$ cat src/common/lsmc_defines.vh
// Register offsets, field positions, reset values and codes of the lock status bank.
// Assumes a 15-bit register address and 8-bit register data on the serial port.
`ifndef LSMC_DEFINES_VH
`define LSMC_DEFINES_VH

// Register offsets
`define LSMC_OFF_PIN2_CFG      15'h016E
`define LSMC_OFF_L2_POWER      15'h0173
`define LSMC_OFF_L1_HOLD       15'h0177
`define LSMC_OFF_LOST_CLEAR    15'h0182
`define LSMC_OFF_LOCK_STATUS   15'h0183
`define LSMC_OFF_INPUT_RB      15'h0184
`define LSMC_OFF_DAC_LOW_RB    15'h0185

// Field positions
`define LSMC_SEL_HI            7
`define LSMC_SEL_LO            3
`define LSMC_TYPE_HI           2
`define LSMC_TYPE_LO           0
`define LSMC_PRE_PD_BIT        6
`define LSMC_L2_PD_BIT         5
`define LSMC_HOLD_BIT          5
`define LSMC_CLR_L1_BIT        1
`define LSMC_CLR_L2_BIT        0
`define LSMC_ST_L1_LOST_BIT    3
`define LSMC_ST_L1_LIVE_BIT    2
`define LSMC_ST_L2_LOST_BIT    1
`define LSMC_ST_L2_LIVE_BIT    0

// Reset values
`define LSMC_RST_SEL           5'h00
`define LSMC_RST_TYPE          3'h6
`define LSMC_RST_PRE_PD        1'h1
`define LSMC_RST_L2_PD         1'h1
`define LSMC_RST_HOLD          1'h0
`define LSMC_RST_CLR           1'h0

// Pin two source codes
`define LSMC_SRC_LOW           5'h00
`define LSMC_SRC_L1_LOCK       5'h01
`define LSMC_SRC_L2_LOCK       5'h02
`define LSMC_SRC_BOTH_LOCK     5'h03
`define LSMC_SRC_HOLDOVER      5'h04
`define LSMC_SRC_DAC_LOCKED    5'h05
`define LSMC_SRC_SERIAL_RB     5'h07
`define LSMC_SRC_DAC_RAIL      5'h08
`define LSMC_SRC_DAC_LOW       5'h09
`define LSMC_SRC_DAC_HIGH      5'h0A
`define LSMC_SRC_DIV_BASE      5'h0B
`define LSMC_SRC_DIV_LAST      5'h12

// Pin two drive types
`define LSMC_TYPE_PUSH_PULL    3'h3
`define LSMC_TYPE_INVERTED     3'h4
`define LSMC_TYPE_OPEN_DRAIN   3'h6

// Serial frame: read flag, address, data
`define LSMC_FRAME_BITS        5'h18
`define LSMC_ADDR_DONE_BITS    5'h10

`endif

$ cat src/lsmc_lock_detect.v
// Digital lock detect: counts consecutive in-window phase detector cycles.
// Assumes pd_tick and in_window come from logic on clk.
`default_nettype none

module lsmc_lock_detect (
    input  wire        clk,
    input  wire        rst_n,
    input  wire        enable,
    input  wire        pd_tick,
    input  wire        in_window,
    input  wire [13:0] lock_count,
    output reg         locked
);

    reg [13:0] run_count;

    // Run count, cleared by any out-of-window cycle or while disabled
    always @(posedge clk)
    begin
        if (!rst_n || !enable)
        begin
            run_count <= 14'h0000;
            locked    <= 1'b0;
        end
        else if (pd_tick)
        begin
            if (!in_window)
            begin
                run_count <= 14'h0000;
                locked    <= 1'b0;
            end
            else
            begin
                if (run_count != 14'h3FFF)
                    run_count <= run_count + 14'h0001;
                if ((run_count + 14'h0001) >= lock_count)
                    locked <= 1'b1;
            end
        end
    end

endmodule // lsmc_lock_detect

`default_nettype wire

$ cat src/lsmc_serial_port.v
// Serial register port: 24-bit frames, read flag, 15-bit address, 8-bit data, MSB first.
// Assumes the serial clock is slow against clk (high and low phases of at least 4 clk cycles).
`include "lsmc_defines.vh"
`default_nettype none

module lsmc_serial_port (
    input  wire        clk,
    input  wire        rst_n,
    input  wire        spi_cs_n,
    input  wire        spi_sck,
    input  wire        spi_sdi,
    input  wire [7:0]  rd_data,
    output reg  [14:0] reg_addr,
    output reg  [7:0]  wr_data,
    output reg         wr_en,
    output reg         sdo,
    output reg         sdo_oe
);

    reg [1:0]  cs_sync;
    reg [1:0]  sck_sync;
    reg [1:0]  sdi_sync;
    reg        sck_prev;
    reg [4:0]  bit_count;
    reg        read_frame;
    reg [7:0]  out_shift;
    reg [22:0] in_shift;
    wire sck_rise = sck_sync[1] & ~sck_prev;
    wire sck_fall = ~sck_sync[1] & sck_prev;
    wire [23:0] next_frame = {in_shift, sdi_sync[1]};

    // Two-stage synchronisers for the pins
    always @(posedge clk)
    begin
        if (!rst_n)
        begin
            cs_sync  <= 2'h3;
            sck_sync <= 2'h0;
            sdi_sync <= 2'h0;
            sck_prev <= 1'b0;
        end
        else
        begin
            cs_sync  <= {cs_sync[0], spi_cs_n};
            sck_sync <= {sck_sync[0], spi_sck};
            sdi_sync <= {sdi_sync[0], spi_sdi};
            sck_prev <= sck_sync[1];
        end
    end

    // Frame shifter, write strobe and read data shift-out
    always @(posedge clk)
    begin
        if (!rst_n)
        begin
            bit_count  <= 5'h00;
            read_frame <= 1'b0;
            out_shift  <= 8'h00;
            in_shift   <= 23'h000000;
            reg_addr   <= 15'h0000;
            wr_data    <= 8'h00;
            wr_en      <= 1'b0;
            sdo        <= 1'b0;
            sdo_oe     <= 1'b0;
        end
        else if (cs_sync[1])
        begin
            bit_count  <= 5'h00;
            read_frame <= 1'b0;
            wr_en      <= 1'b0;
            sdo_oe     <= 1'b0;
        end
        else
        begin
            wr_en <= 1'b0;
            if (sck_rise && bit_count != `LSMC_FRAME_BITS)
            begin
                in_shift  <= next_frame[22:0];
                bit_count <= bit_count + 5'h01;
                if (bit_count == 5'h00)
                    read_frame <= sdi_sync[1];
                if (bit_count == `LSMC_ADDR_DONE_BITS - 5'h01)
                    reg_addr <= next_frame[14:0];
                if (bit_count == `LSMC_FRAME_BITS - 5'h01)
                begin
                    wr_data <= next_frame[7:0];
                    wr_en   <= ~read_frame;
                end
            end
            // Load the read word once the address is complete
            if (bit_count == `LSMC_ADDR_DONE_BITS && read_frame && sck_fall && !sdo_oe)
            begin
                sdo       <= rd_data[7];
                out_shift <= {rd_data[6:0], 1'b0};
                sdo_oe    <= 1'b1;
            end
            else if (sdo_oe && sck_fall)
            begin
                sdo       <= out_shift[7];
                out_shift <= {out_shift[6:0], 1'b0};
            end
        end
    end

endmodule // lsmc_serial_port

`default_nettype wire

$ cat src/lsmc_top.v
// Lock status and miscellaneous control register bank with the second status pin.
// Assumes loop, DAC and divider signals arrive from logic on clk; serial pins are asynchronous.
`include "lsmc_defines.vh"
`default_nettype none

// Overview of operation
// - Five-bit source selector in bits 7:3 picks what drives status pin two.
// - Three-bit drive type: push-pull, inverted push-pull, open drain; resets to open drain.
// - Power bit 6 powers down the second-loop prescaler; resets to 1.
// - Power bit 5 powers down the entire second loop; resets to 1.
// - Hold bit 5 keeps the first loop reference divider in reset; resets to 0.
// - While the hold bit is set, first-loop lock detect never asserts.
// - Clear bit 1 holds the first-loop lost flag at 0; write 1 then 0.
// - Clear bit 0 holds the second-loop lost flag at 0; write 1 then 0.
// - Status bit 3 sets on a falling edge of first-loop lock detect.
// - Status bit 1 sets on a falling edge of second-loop lock detect.
// - Status bit 2 reads the live first-loop lock detect level.
// - Status bit 0 reads live second-loop lock, valid when routed or forced.
// - Input readback register shows select, loss and DAC value top bits.
// - A force-enable bit runs second-loop lock detect without any pin routing.
// - Lock asserts after a programmed run of in-window cycles; a miss restarts.
module lsmc_top (
    input  wire        clk,
    input  wire        rst_n,
    input  wire        spi_cs_n,
    input  wire        spi_sck,
    input  wire        spi_sdi,
    output wire        spi_sdo,
    output wire        spi_sdo_oe,
    input  wire [4:0]  pin1_source_select,
    input  wire        loop2_detect_force_enable,
    input  wire        loop1_pd_tick,
    input  wire        loop1_in_window,
    input  wire [13:0] loop1_lock_count,
    input  wire        loop2_pd_tick,
    input  wire        loop2_in_window,
    input  wire [13:0] loop2_lock_count,
    input  wire        holdover_active,
    input  wire        dac_locked,
    input  wire        dac_rail,
    input  wire        dac_low,
    input  wire        dac_high,
    input  wire [9:0]  dac_value_readback,
    input  wire [2:0]  input_select_readback,
    input  wire [1:0]  input_loss_readback,
    input  wire        loop1_feedback_divider_out,
    input  wire        loop2_feedback_divider_out,
    input  wire        loop1_reference_divider_out,
    input  wire        loop2_reference_divider_out,
    output reg         lock_status_pin_two,
    output reg         lock_status_pin_two_oe,
    output reg         loop2_prescaler_powerdown,
    output reg         loop2_powerdown,
    output reg         loop1_ref_divider_hold,
    output reg         loop1_lock_live,
    output reg         loop2_lock_live
);

    reg  [4:0]  pin2_source_select;
    reg  [2:0]  pin2_drive_type;
    reg         loop1_lock_lost_clear;
    reg         loop2_lock_lost_clear;
    reg         loop1_lock_lost_flag;
    reg         loop2_lock_lost_flag;
    reg  [3:0]  div_prev;
    reg  [3:0]  div_half;
    reg  [7:0]  rd_data;
    reg         next_pin2_level;
    wire [14:0] reg_addr;
    wire [7:0]  wr_data;
    wire        wr_en;
    wire        loop1_detect;
    wire        loop2_detect;
    wire [3:0]  div_out;
    wire [4:0]  div_sel;
    wire        loop2_routed;

    // Serial register port
    lsmc_serial_port u_port (
        .clk      (clk),
        .rst_n    (rst_n),
        .spi_cs_n (spi_cs_n),
        .spi_sck  (spi_sck),
        .spi_sdi  (spi_sdi),
        .rd_data  (rd_data),
        .reg_addr (reg_addr),
        .wr_data  (wr_data),
        .wr_en    (wr_en),
        .sdo      (spi_sdo),
        .sdo_oe   (spi_sdo_oe)
    );

    // Loop-two detect runs when a pin routes it or it is forced on
    assign loop2_routed = (pin1_source_select == `LSMC_SRC_L2_LOCK)
                       || (pin1_source_select == `LSMC_SRC_BOTH_LOCK)
                       || (pin2_source_select == `LSMC_SRC_L2_LOCK)
                       || (pin2_source_select == `LSMC_SRC_BOTH_LOCK)
                       || loop2_detect_force_enable;

    // Lock detectors; loop one is held off by the divider hold
    lsmc_lock_detect u_loop1_detect (
        .clk        (clk),
        .rst_n      (rst_n),
        .enable     (~loop1_ref_divider_hold),
        .pd_tick    (loop1_pd_tick),
        .in_window  (loop1_in_window),
        .lock_count (loop1_lock_count),
        .locked     (loop1_detect)
    );

    lsmc_lock_detect u_loop2_detect (
        .clk        (clk),
        .rst_n      (rst_n),
        .enable     (loop2_routed),
        .pd_tick    (loop2_pd_tick),
        .in_window  (loop2_in_window),
        .lock_count (loop2_lock_count),
        .locked     (loop2_detect)
    );

    // Control register writes; status register takes no write
    always @(posedge clk)
    begin
        if (!rst_n)
        begin
            pin2_source_select        <= `LSMC_RST_SEL;
            pin2_drive_type           <= `LSMC_RST_TYPE;
            loop2_prescaler_powerdown <= `LSMC_RST_PRE_PD;
            loop2_powerdown           <= `LSMC_RST_L2_PD;
            loop1_ref_divider_hold    <= `LSMC_RST_HOLD;
            loop1_lock_lost_clear     <= `LSMC_RST_CLR;
            loop2_lock_lost_clear     <= `LSMC_RST_CLR;
        end
        else if (wr_en)
        begin
            case (reg_addr)
                `LSMC_OFF_PIN2_CFG:
                begin
                    pin2_source_select <= wr_data[`LSMC_SEL_HI:`LSMC_SEL_LO];
                    pin2_drive_type    <= wr_data[`LSMC_TYPE_HI:`LSMC_TYPE_LO];
                end
                `LSMC_OFF_L2_POWER:
                begin
                    loop2_prescaler_powerdown <= wr_data[`LSMC_PRE_PD_BIT];
                    loop2_powerdown           <= wr_data[`LSMC_L2_PD_BIT];
                end
                `LSMC_OFF_L1_HOLD:
                    loop1_ref_divider_hold <= wr_data[`LSMC_HOLD_BIT];
                `LSMC_OFF_LOST_CLEAR:
                begin
                    loop1_lock_lost_clear <= wr_data[`LSMC_CLR_L1_BIT];
                    loop2_lock_lost_clear <= wr_data[`LSMC_CLR_L2_BIT];
                end
                default:
                    pin2_source_select <= pin2_source_select;
            endcase
        end
    end

    // Live lock levels and sticky lost flags on falling edges
    always @(posedge clk)
    begin
        if (!rst_n)
        begin
            loop1_lock_live      <= 1'b0;
            loop2_lock_live      <= 1'b0;
            loop1_lock_lost_flag <= 1'b0;
            loop2_lock_lost_flag <= 1'b0;
        end
        else
        begin
            loop1_lock_live <= loop1_detect;
            loop2_lock_live <= loop2_detect;
            if (loop1_lock_lost_clear)
                loop1_lock_lost_flag <= 1'b0;
            else if (loop1_lock_live && !loop1_detect)
                loop1_lock_lost_flag <= 1'b1;
            if (loop2_lock_lost_clear)
                loop2_lock_lost_flag <= 1'b0;
            else if (loop2_lock_live && !loop2_detect)
                loop2_lock_lost_flag <= 1'b1;
        end
    end

    // Divider outputs and their halves, one toggle per divider
    assign div_out = {loop2_reference_divider_out, loop1_reference_divider_out,
                      loop2_feedback_divider_out, loop1_feedback_divider_out};

    genvar gi;
    generate
        for (gi = 0; gi < 4; gi = gi + 1)
        begin : g_half
            always @(posedge clk)
            begin
                if (!rst_n)
                begin
                    div_prev[gi] <= 1'b0;
                    div_half[gi] <= 1'b0;
                end
                else
                begin
                    div_prev[gi] <= div_out[gi];
                    if (div_out[gi] && !div_prev[gi])
                        div_half[gi] <= ~div_half[gi];
                end
            end
        end
    endgenerate

    assign div_sel = pin2_source_select - `LSMC_SRC_DIV_BASE;

    // Pin two source selection
    always @*
    begin
        next_pin2_level = 1'b0;
        case (pin2_source_select)
            `LSMC_SRC_LOW:        next_pin2_level = 1'b0;
            `LSMC_SRC_L1_LOCK:    next_pin2_level = loop1_lock_live;
            `LSMC_SRC_L2_LOCK:    next_pin2_level = loop2_lock_live;
            `LSMC_SRC_BOTH_LOCK:  next_pin2_level = loop1_lock_live & loop2_lock_live;
            `LSMC_SRC_HOLDOVER:   next_pin2_level = holdover_active;
            `LSMC_SRC_DAC_LOCKED: next_pin2_level = dac_locked;
            `LSMC_SRC_SERIAL_RB:  next_pin2_level = spi_sdo;
            `LSMC_SRC_DAC_RAIL:   next_pin2_level = dac_rail;
            `LSMC_SRC_DAC_LOW:    next_pin2_level = dac_low;
            `LSMC_SRC_DAC_HIGH:   next_pin2_level = dac_high;
            default:
            begin
                if (pin2_source_select >= `LSMC_SRC_DIV_BASE && pin2_source_select <= `LSMC_SRC_DIV_LAST)
                    next_pin2_level = div_sel[0] ? div_half[div_sel[2:1]] : div_out[div_sel[2:1]];
                else
                    next_pin2_level = 1'b0;
            end
        endcase
    end

    // Pin two drive type
    always @(posedge clk)
    begin
        if (!rst_n)
        begin
            lock_status_pin_two    <= 1'b0;
            lock_status_pin_two_oe <= 1'b0;
        end
        else
        begin
            case (pin2_drive_type)
                `LSMC_TYPE_PUSH_PULL:
                begin
                    lock_status_pin_two    <= next_pin2_level;
                    lock_status_pin_two_oe <= 1'b1;
                end
                `LSMC_TYPE_INVERTED:
                begin
                    lock_status_pin_two    <= ~next_pin2_level;
                    lock_status_pin_two_oe <= 1'b1;
                end
                `LSMC_TYPE_OPEN_DRAIN:
                begin
                    lock_status_pin_two    <= 1'b0;
                    lock_status_pin_two_oe <= ~next_pin2_level;
                end
                default:
                begin
                    lock_status_pin_two    <= 1'b0;
                    lock_status_pin_two_oe <= 1'b0;
                end
            endcase
        end
    end

    // Read data, reserved bits as zero
    always @*
    begin
        rd_data = 8'h00;
        case (reg_addr)
            `LSMC_OFF_PIN2_CFG:
                rd_data = {pin2_source_select, pin2_drive_type};
            `LSMC_OFF_L2_POWER:
                rd_data = {1'b0, loop2_prescaler_powerdown, loop2_powerdown, 5'h00};
            `LSMC_OFF_L1_HOLD:
                rd_data = {2'h0, loop1_ref_divider_hold, 5'h00};
            `LSMC_OFF_LOST_CLEAR:
                rd_data = {6'h00, loop1_lock_lost_clear, loop2_lock_lost_clear};
            `LSMC_OFF_LOCK_STATUS:
                rd_data = {4'h0, loop1_lock_lost_flag, loop1_lock_live,
                           loop2_lock_lost_flag, loop2_lock_live};
            `LSMC_OFF_INPUT_RB:
                rd_data = {dac_value_readback[9:8], input_select_readback, 1'b0, input_loss_readback};
            `LSMC_OFF_DAC_LOW_RB:
                rd_data = dac_value_readback[7:0];
            default:
                rd_data = 8'h00;
        endcase
    end

endmodule // lsmc_top

`default_nettype wire

$ cat config.mk
export PLATFORM = sky130hd
export DESIGN_NAME = lsmc_top
export DESIGN_NICKNAME = d
export VERILOG_FILES = /design/src/lsmc_lock_detect.v /design/src/lsmc_serial_port.v /design/src/lsmc_top.v
export VERILOG_INCLUDE_DIRS = /design/src /design/src/common
export SDC_FILE = /design/constraint.sdc
export NUM_CORES = 1
export LEC_CHECK = 0
export BUFFER_PORTS_ARGS = -buffer_cell sky130_fd_sc_hd__buf_2
export CAP_MARGIN = 10
export CORE_ASPECT_RATIO = 1.75
export CORE_MARGIN = 1
export CORE_UTILIZATION = 45
export CTS_CLUSTER_DIAMETER = 80
export DETAILED_ROUTE_END_ITERATION = 10
export GPL_TIMING_DRIVEN = 0
export HOLD_SLACK_MARGIN = 0.03
export PLACE_DENSITY = 0.64
export SLEW_MARGIN = 20
export SYNTH_ARGS = -nofsm -noshare
export SYNTH_HDL_FRONTEND = slang
export SYNTH_SLANG_ARGS = --single-unit
$ cat constraint.sdc
create_clock -name clk -period 5.2 [get_ports clk]
set_clock_uncertainty 0.05 [all_clocks]
set_input_delay 0.52 -clock clk [delete_from_list [all_inputs] [get_ports clk]]
set_output_delay 0.52 -clock clk [all_outputs]
set_load 0.005 [all_outputs]
==> reports/results.ini, run 1 <==
[sta]
setup_viol=0
rsz0062_at_grt=false
slew-limit-headroom=0.3631
drv_slew=0
tightest_slew_ns=0.9481
fin_crit_ns=2.877
fmax_mhz=347.6
final.setup.tns_ns=0
finalHoldViolCount=0
period_share=0.5532

[pwr]
powerDensity_mw_per_mm2=286.4
leakage_nw=3.018
power_w=0.002169
ir_drop_v=0.0001840

[synth]
synth_flop_cell=dfxtp_1
synth_fp_nets=870
ys.warnings.count=0
syn-instance-count=766
synth_seq_cells=117
synth.distinct_cells=69
ys_async_sr_fraction=0
synth_edf_count=0
netlist_area_mm2=0.006405
seq_area_frac_synth=0.3657
syn_avg_cell_area_um2=8.361

[setup_path]
worstPathMaxFanout=8
crit_type=flip-flop to flip-flop
r2r_start=u_loop2_detect.run_count[0]
end_kind=flip-flop
r2r-end=u_loop2_detect.locked
r2r_slack_ns=2.32
crit_buf_inv=0
startpoint=u_loop2_detect.run_count[0]
cp.required_ns=5.47
cp_slowest_cell=nor3_1
crit_path_end=u_loop2_detect.locked
ff2ff_path_depth=10
path_delay_family=simple AND/OR/NAND/NOR gates
worst_path_largest_cell_delay_ns=0.49
critPathArrivalTime_ns=3.15
start_kind=flip-flop
worstPathCellList=ha_1 > nand3_1 > nor3_1 > nand3_1 > xnor2_1 > ha_1 > nand4_1 > nor2_1 > nor3_1 > a311oi_1
path_depth=10

[global_route]
grt_use_total=0.2246
antenna_found_initial=0
grt_pass1_vias=5820
grt_first_pass_wirelength_um=26500
grt-ovfl-total=0
grt_max_degree=17

[clocking]
htree_levels=4
hold_buffers=0
clkLatencyLatePin_ns=0.41
cts_tree=done
cts_resized=0
cts-root-buf=clkbuf_16
cts_sinks=117
cts_buffers=17
cts_buffer_depth=2
postCtsSetupBuffers=0
cts.reportedPaths.clkPinSlew_ns=0.06

[flow_run]
cap_violations=0

[die]
chipHeight_um=159.8
placement_rows=57
initial_utilization=0.4605
die_x_um=92.19
io_pins=76
core_mm2=0.01391
die_area_mm2=0.01473

[detailed_routing]
vias_per_cell=5.469
finalWirelength_um=15910
routed-via-count=5726
drcViolationCount=0
ant_nets=0
drt_iter0_drc=245
dr.pass1.iters=5
wl_per_cell_um=15.20

[placement]
io_buffers=72
dp_hpwl_um=12190
gp_congestion=0.9065

[min_path]
min_path_type=input port to flip-flop
hp-start=spi_cs_n

[layout]
syn_to_final_growth_pct=18.25
fill_cells=1322
nets=961
drive_above_1_share=0.1437
num_antenna_cells=0

[run_status]
status=finished, final reports clean

cells in the mapped netlist, types with 5 or more instances:
cell type  number  share of area
a21o_1          8         0.0094
mux2i_1        28          0.044
a21boi_0       29          0.034
nand2_1       102          0.060
nand2b_1       13          0.013
a221oi_1       10          0.014
nand3_1        57          0.045
and2_1         17          0.017
inv_1          41          0.024
nor3_1          7         0.0055
or3_1           8         0.0078
a22oi_1         8         0.0094
xnor2_1        22          0.030
and3_1          7         0.0068
clkbuf_1       29          0.017
nor2b_1        20          0.020
o21ai_0        28          0.022
a21oi_1        31          0.024
xor2_1         10          0.014
dfxtp_1       117           0.37
nand4_1         7         0.0068
nand3b_1        5         0.0059
ha_1           37          0.072
a21boi_1        6         0.0070
nor2_1         50          0.029
per-stage QoR:
stage | hold slack [ns] | area (um^2) | setup slack (ns) | utilization | instances
2_1_floorplan | 0.3363 | 6405 | 2.716 | - | 766
3_5_place_dp | 0.3477 | 6987 | 2.304 | 0.5024 | 1015
3_3_place_gp | 0.3439 | 6987 | 2.276 | 0.5024 | 1015
6_report | 0.2401 | 7574 | 2.323 | 0.5446 | 1047
5_1_grt | 0.2393 | 7574 | 1.950 | 0.5446 | 1047
4_1_cts | 0.2348 | 7574 | 2.303 | 0.5446 | 1047
cell type report:
cell class                 instances  area [um^2]  area share
timing repair buffer              72        360.3     0.04758
clock buffer                      20        456.7     0.06030
inverter                          42        157.7     0.02082
sequential                       117         2342      0.3093
tap                              177        221.5     0.02924
buffer                            37        160.2     0.02115
clock inverter                    12        130.1     0.01718
multi-input combinational        570         3745      0.4945
sequential cells by signal (all words and copies together), names as in the netlist, 2 cells and up:
signal / flops
div_half: 4
div_prev: 4
pin2_drive_type: 3
pin2_source_select: 5
u_loop1_detect.run_count: 14
u_loop2_detect.run_count: 14
u_port.bit_count: 5
u_port.cs_sync: 2
u_port.in_shift: 14
u_port.out_shift: 7
u_port.reg_addr: 15
u_port.sck_sync: 2
u_port.sdi_sync: 2
u_port.wr_data: 8
worst register-to-register path, cell delays in order, from the launching register on:
cell and delay (ns):
dfxtp_1 0.43, ha_1 0.28, nand3_1 0.29, nor3_1 0.49
nand3_1 0.21, xnor2_1 0.17, ha_1 0.30, nand4_1 0.13
nor2_1 0.14, nor3_1 0.06, a311oi_1 0.25
metal layers:
metal,vias up,share of wire,GRT usage
li1,2862,-,-
met1,2697,0.39,0.2302
met2,136,0.55,0.4301
met3,31,0.033,0.03762
met4,0,0.025,0.1058
met5,-,0,0
placed cells by master (no fill, tap or decap), drive strengths merged, types with 7 or more instances in the layout:
| cell | instances |
|---|---|
| ha | 37 |
| buf | 80 |
| and2 | 17 |
| xor2 | 10 |
| nand2 | 102 |
| a21boi | 36 |
| nand3 | 58 |
| nor2 | 51 |
| nand4 | 7 |
| o21ai | 29 |
| a21o | 9 |
| inv | 42 |
| mux2i | 28 |
| clkbuf | 49 |
| nand2b | 13 |
| and3 | 7 |
| xnor2 | 22 |
| dfxtp | 117 |
| nor2b | 20 |
| nor3 | 7 |
| a22oi | 8 |
| or3 | 8 |
| a221oi | 10 |
| a21oi | 31 |
worst min path at each step:
| stage | endpoint | slack (ns) | cells past startpoint |
|---|---|---|---|
| floorplan | u_port.cs_sync[1] | 0.34 | 1 |
| global placement | u_port.cs_sync[1] | 0.34 | 1 |
| detailed placement | u_port.cs_sync[1] | 0.35 | 1 |
| CTS | u_port.cs_sync[0] | 0.23 | 2 |
| global route | u_port.cs_sync[0] | 0.24 | 2 |
| finish | u_port.cs_sync[0] | 0.24 | 2 |
where the power goes:
| group | switching (W) | leakage, nW | internal [W] |
|---|---|---|---|
| registers | 0.00000621 | 0.946 | 0.000906 |
| logic | 0.0000579 | 1.80 | 0.0000520 |
| clock network | 0.000420 | 0.274 | 0.000727 |
| total | 0.000484 | 3.02 | 0.00169 |
cell families after synthesis:
| family | synth area share |
|---|---|
| AOI/OAI and AO/OA | 0.1629 |
| adders and majority gates | 0.07228 |
| muxes | 0.05079 |
| buffers and inverters | 0.04962 |
| xor gates and xnor gates | 0.04376 |
| and+or+nand+nor | 0.2549 |
| DFF | 0.3657 |
Power figures use the tool's default switching activity.
==> run 2, diff against run 1 <==
- clock period: 5.2 -> 2.7 ns (I/O delays scaled with it)
==> run 2 against run 1 <==
Against the previous run: non-clock buffer count grew 3; register-to-register slack lost 2.3 ns; sequential cell count is the same; first-iteration DRC count shrank 7.8%; clock power grew 92%; largest cell class unchanged; highest routed layer unchanged; cell count grew 0.29%; sequential share of layout area shrank 0.40 points; fmax grew 8.9%; critical path depth shrank 1.
==> reports/results.ini, run 2 (same netlist as run 1, synthesis figures left out) <==
[sta]
fmax_mhz=378.5  ; +8.9%
period_share=0.9785  ; +0.4253
drv_slew=0  ; unchanged
final.setup.tns_ns=0  ; unchanged
setup_viol=0  ; unchanged
fin_crit_ns=2.642  ; -0.2347 ns
finalHoldViolCount=0  ; unchanged
slew-limit-headroom=0.3738  ; +0.01072
rsz0062_at_grt=true
tightest_slew_ns=0.9322  ; -0.01595 ns
hold_slack_ns=0.04454  ; -0.1956 ns

[pwr]
leakage_nw=3.073  ; +1.9%
powerDensity_mw_per_mm2=543.4  ; +90%
p_switching_w=0.0009342  ; +93%
internal-power_w=0.003251  ; +93%
pwr-share-comb=0.052  ; about the same
p_sw_frac=0.2232  ; +0.0002638
clkPwrFrac=0.528  ; about the same
p_seq_frac=0.420  ; about the same
ir_drop_v=0.0003518  ; +91%

[global_route]
grt-ovfl-total=0  ; unchanged
grt_pass1_vias=5819  ; -0.017%
grt_max_degree=17  ; unchanged
grt_use_total=0.2242  ; -0.0003736
grt_first_pass_wirelength_um=26480  ; about the same
antenna_found_initial=0  ; unchanged

[die]
die_x_um=92.19  ; unchanged
io_pins=76  ; unchanged
placement_rows=57  ; unchanged
chipHeight_um=159.8  ; unchanged
core_mm2=0.01391  ; unchanged
die_area_mm2=0.01473  ; unchanged
initial_utilization=0.4605  ; unchanged

[detailed_routing]
ant_nets=0  ; unchanged
vias_per_cell=5.473  ; about the same
drt_iter0_drc=226  ; -7.8%
routed-via-count=5747  ; +0.37%
drcViolationCount=0  ; unchanged
finalWirelength_um=16100  ; +1.2%
dr.pass1.iters=4  ; -1
wl_per_cell_um=15.33  ; +0.90%

[layout]
final_common_cell=dfxtp_1
num_antenna_cells=0  ; unchanged
largest_register_ffs=15  ; unchanged
syn_to_final_growth_pct=20.26
drive_above_1_share=0.1649  ; +0.02127
final_cell_mix=dfxtp_1 (112), nand2_1 (102), buf_2 (74)
top_register=u_port.reg_addr
nets=964  ; +0.31%
fin_util=0.5538  ; +0.009267

[setup_path]
r2r-end=u_loop1_detect.locked
end_kind=flip-flop
start_kind=flip-flop
ff2ff_path_depth=9  ; -1
worstPathMaxFanout=6  ; -2
r2r_slack_ns=0.06  ; -2.27 ns
r2r_start=u_loop1_detect.run_count[3]
crit_type=flip-flop to flip-flop
critPathArrivalTime_ns=2.87  ; -0.28 ns
cp.required_ns=2.93  ; -2.54 ns

[clocking]
cts_buffers=17  ; unchanged
cts_sinks=117  ; unchanged
htree_levels=4  ; unchanged
clkLatencyLatePin_ns=0.42  ; about the same
cts_tree=done
cts_buffer_depth=2  ; unchanged
cts.reportedPaths.clkPinSlew_ns=0.05  ; about the same
cts-root-buf=clkbuf_16

[flow_run]
cap_violations=0  ; unchanged

[min_path]
holdPathStages=2  ; unchanged
min_path_type=input port to flip-flop
hp-start=loop2_reference_divider_out
min_to=div_prev[3]

[run_status]
status=finished, final reports clean

[placement]
dp_hpwl_um=12190  ; unchanged
gp_congestion=0.9065  ; unchanged
io_buffers=72  ; unchanged

## run 2: repair_timing
item	in CTS	in global routing
setup buffers	0	1
hold buffers	4	0
resized for setup	6	19
endpoints found under the hold margin	4	0
pin swaps	0	3
setup endpoints to repair	10	3
## run 2: how the worst max path moves through the flow
stage	start	to	slack (ns)	cells after the start
2_1_floorplan	u_loop1_detect.run_count[0]	u_loop1_detect.locked	0.22	12
3_3_place_gp	u_loop1_detect.run_count[0]	u_loop1_detect.locked	-0.22	12
3_5_place_dp	u_loop1_detect.run_count[0]	u_loop1_detect.locked	-0.20	12
4_1_cts	u_loop2_detect.run_count[0]	u_loop2_detect.locked	0.01	10
5_1_grt	u_loop1_detect.run_count[0]	u_loop1_detect.locked	-0.03	11
6_report	u_loop1_detect.run_count[3]	u_loop1_detect.locked	0.06	9
## run 2: worst max-delay path: stages (launching register included)
cell	delay, ns
dfxtp_2	0.38
and4_1	0.27
and4_1	0.26
and3_1	0.20
xor2_1	0.32
ha_1	0.31
o21ai_0	0.08
a211oi_1	0.10
a2111oi_1	0.42
a211oi_1	0.13
## run 2: layout make-up
| type | instances | area (um^2) |
|---|---|---|
| plain buffers | 35 | 155.1 |
| flip-flops and latches | 117 | 2351 |
| inverters | 42 | 157.7 |
| well taps | 177 | 221.5 |
| repair buffers | 77 | 407.9 |
| multi-input cells | 570 | 3822 |
| clock inverters | 12 | 130.1 |
| clock buffers | 20 | 456.7 |
| fillers | 1314 | 6205 |
## run 2: metal layers
layer  global-route usage  up-vias  wire (um)  part of all wire
met1               0.2317     2723       6355              0.39
met2               0.4284      120       8853              0.55
li1                     -     2869          -                 -
met4               0.1058        0        429             0.027
met3              0.03571       35        462             0.029
met5                    0        -          0                 0
## run 2: metrics by stage
step / instance area [um^2] / total power (W) / worst slack, ns / cells
after floorplan: 6405 / 0.001913 / 0.2158 / 766
after global placement: 6987 / 0.001997 / -0.2241 / 1015
after detailed placement: 6987 / 0.002007 / -0.1963 / 1015
after CTS: 7637 / 0.004224 / 0.009696 / 1050
after global routing: 7702 / 0.004326 / -0.03338 / 1050
final: 7702 / 0.004185 / 0.05801 / 1050
## run 2: power groups by stage
| stage | Combinational (W) | Sequential, W | Clock [W] |
|---|---|---|---|
| 5_1_grt | 0.000243 | 0.00176 | 0.00232 |
| 2_1_floorplan | 0.000124 | 0.00179 | 0 |
| 6_report | 0.000219 | 0.00176 | 0.00221 |
| 3_5_place_dp | 0.000213 | 0.00179 | 0 |
| 4_1_cts | 0.000219 | 0.00176 | 0.00225 |
| 3_3_place_gp | 0.000204 | 0.00179 | 0 |
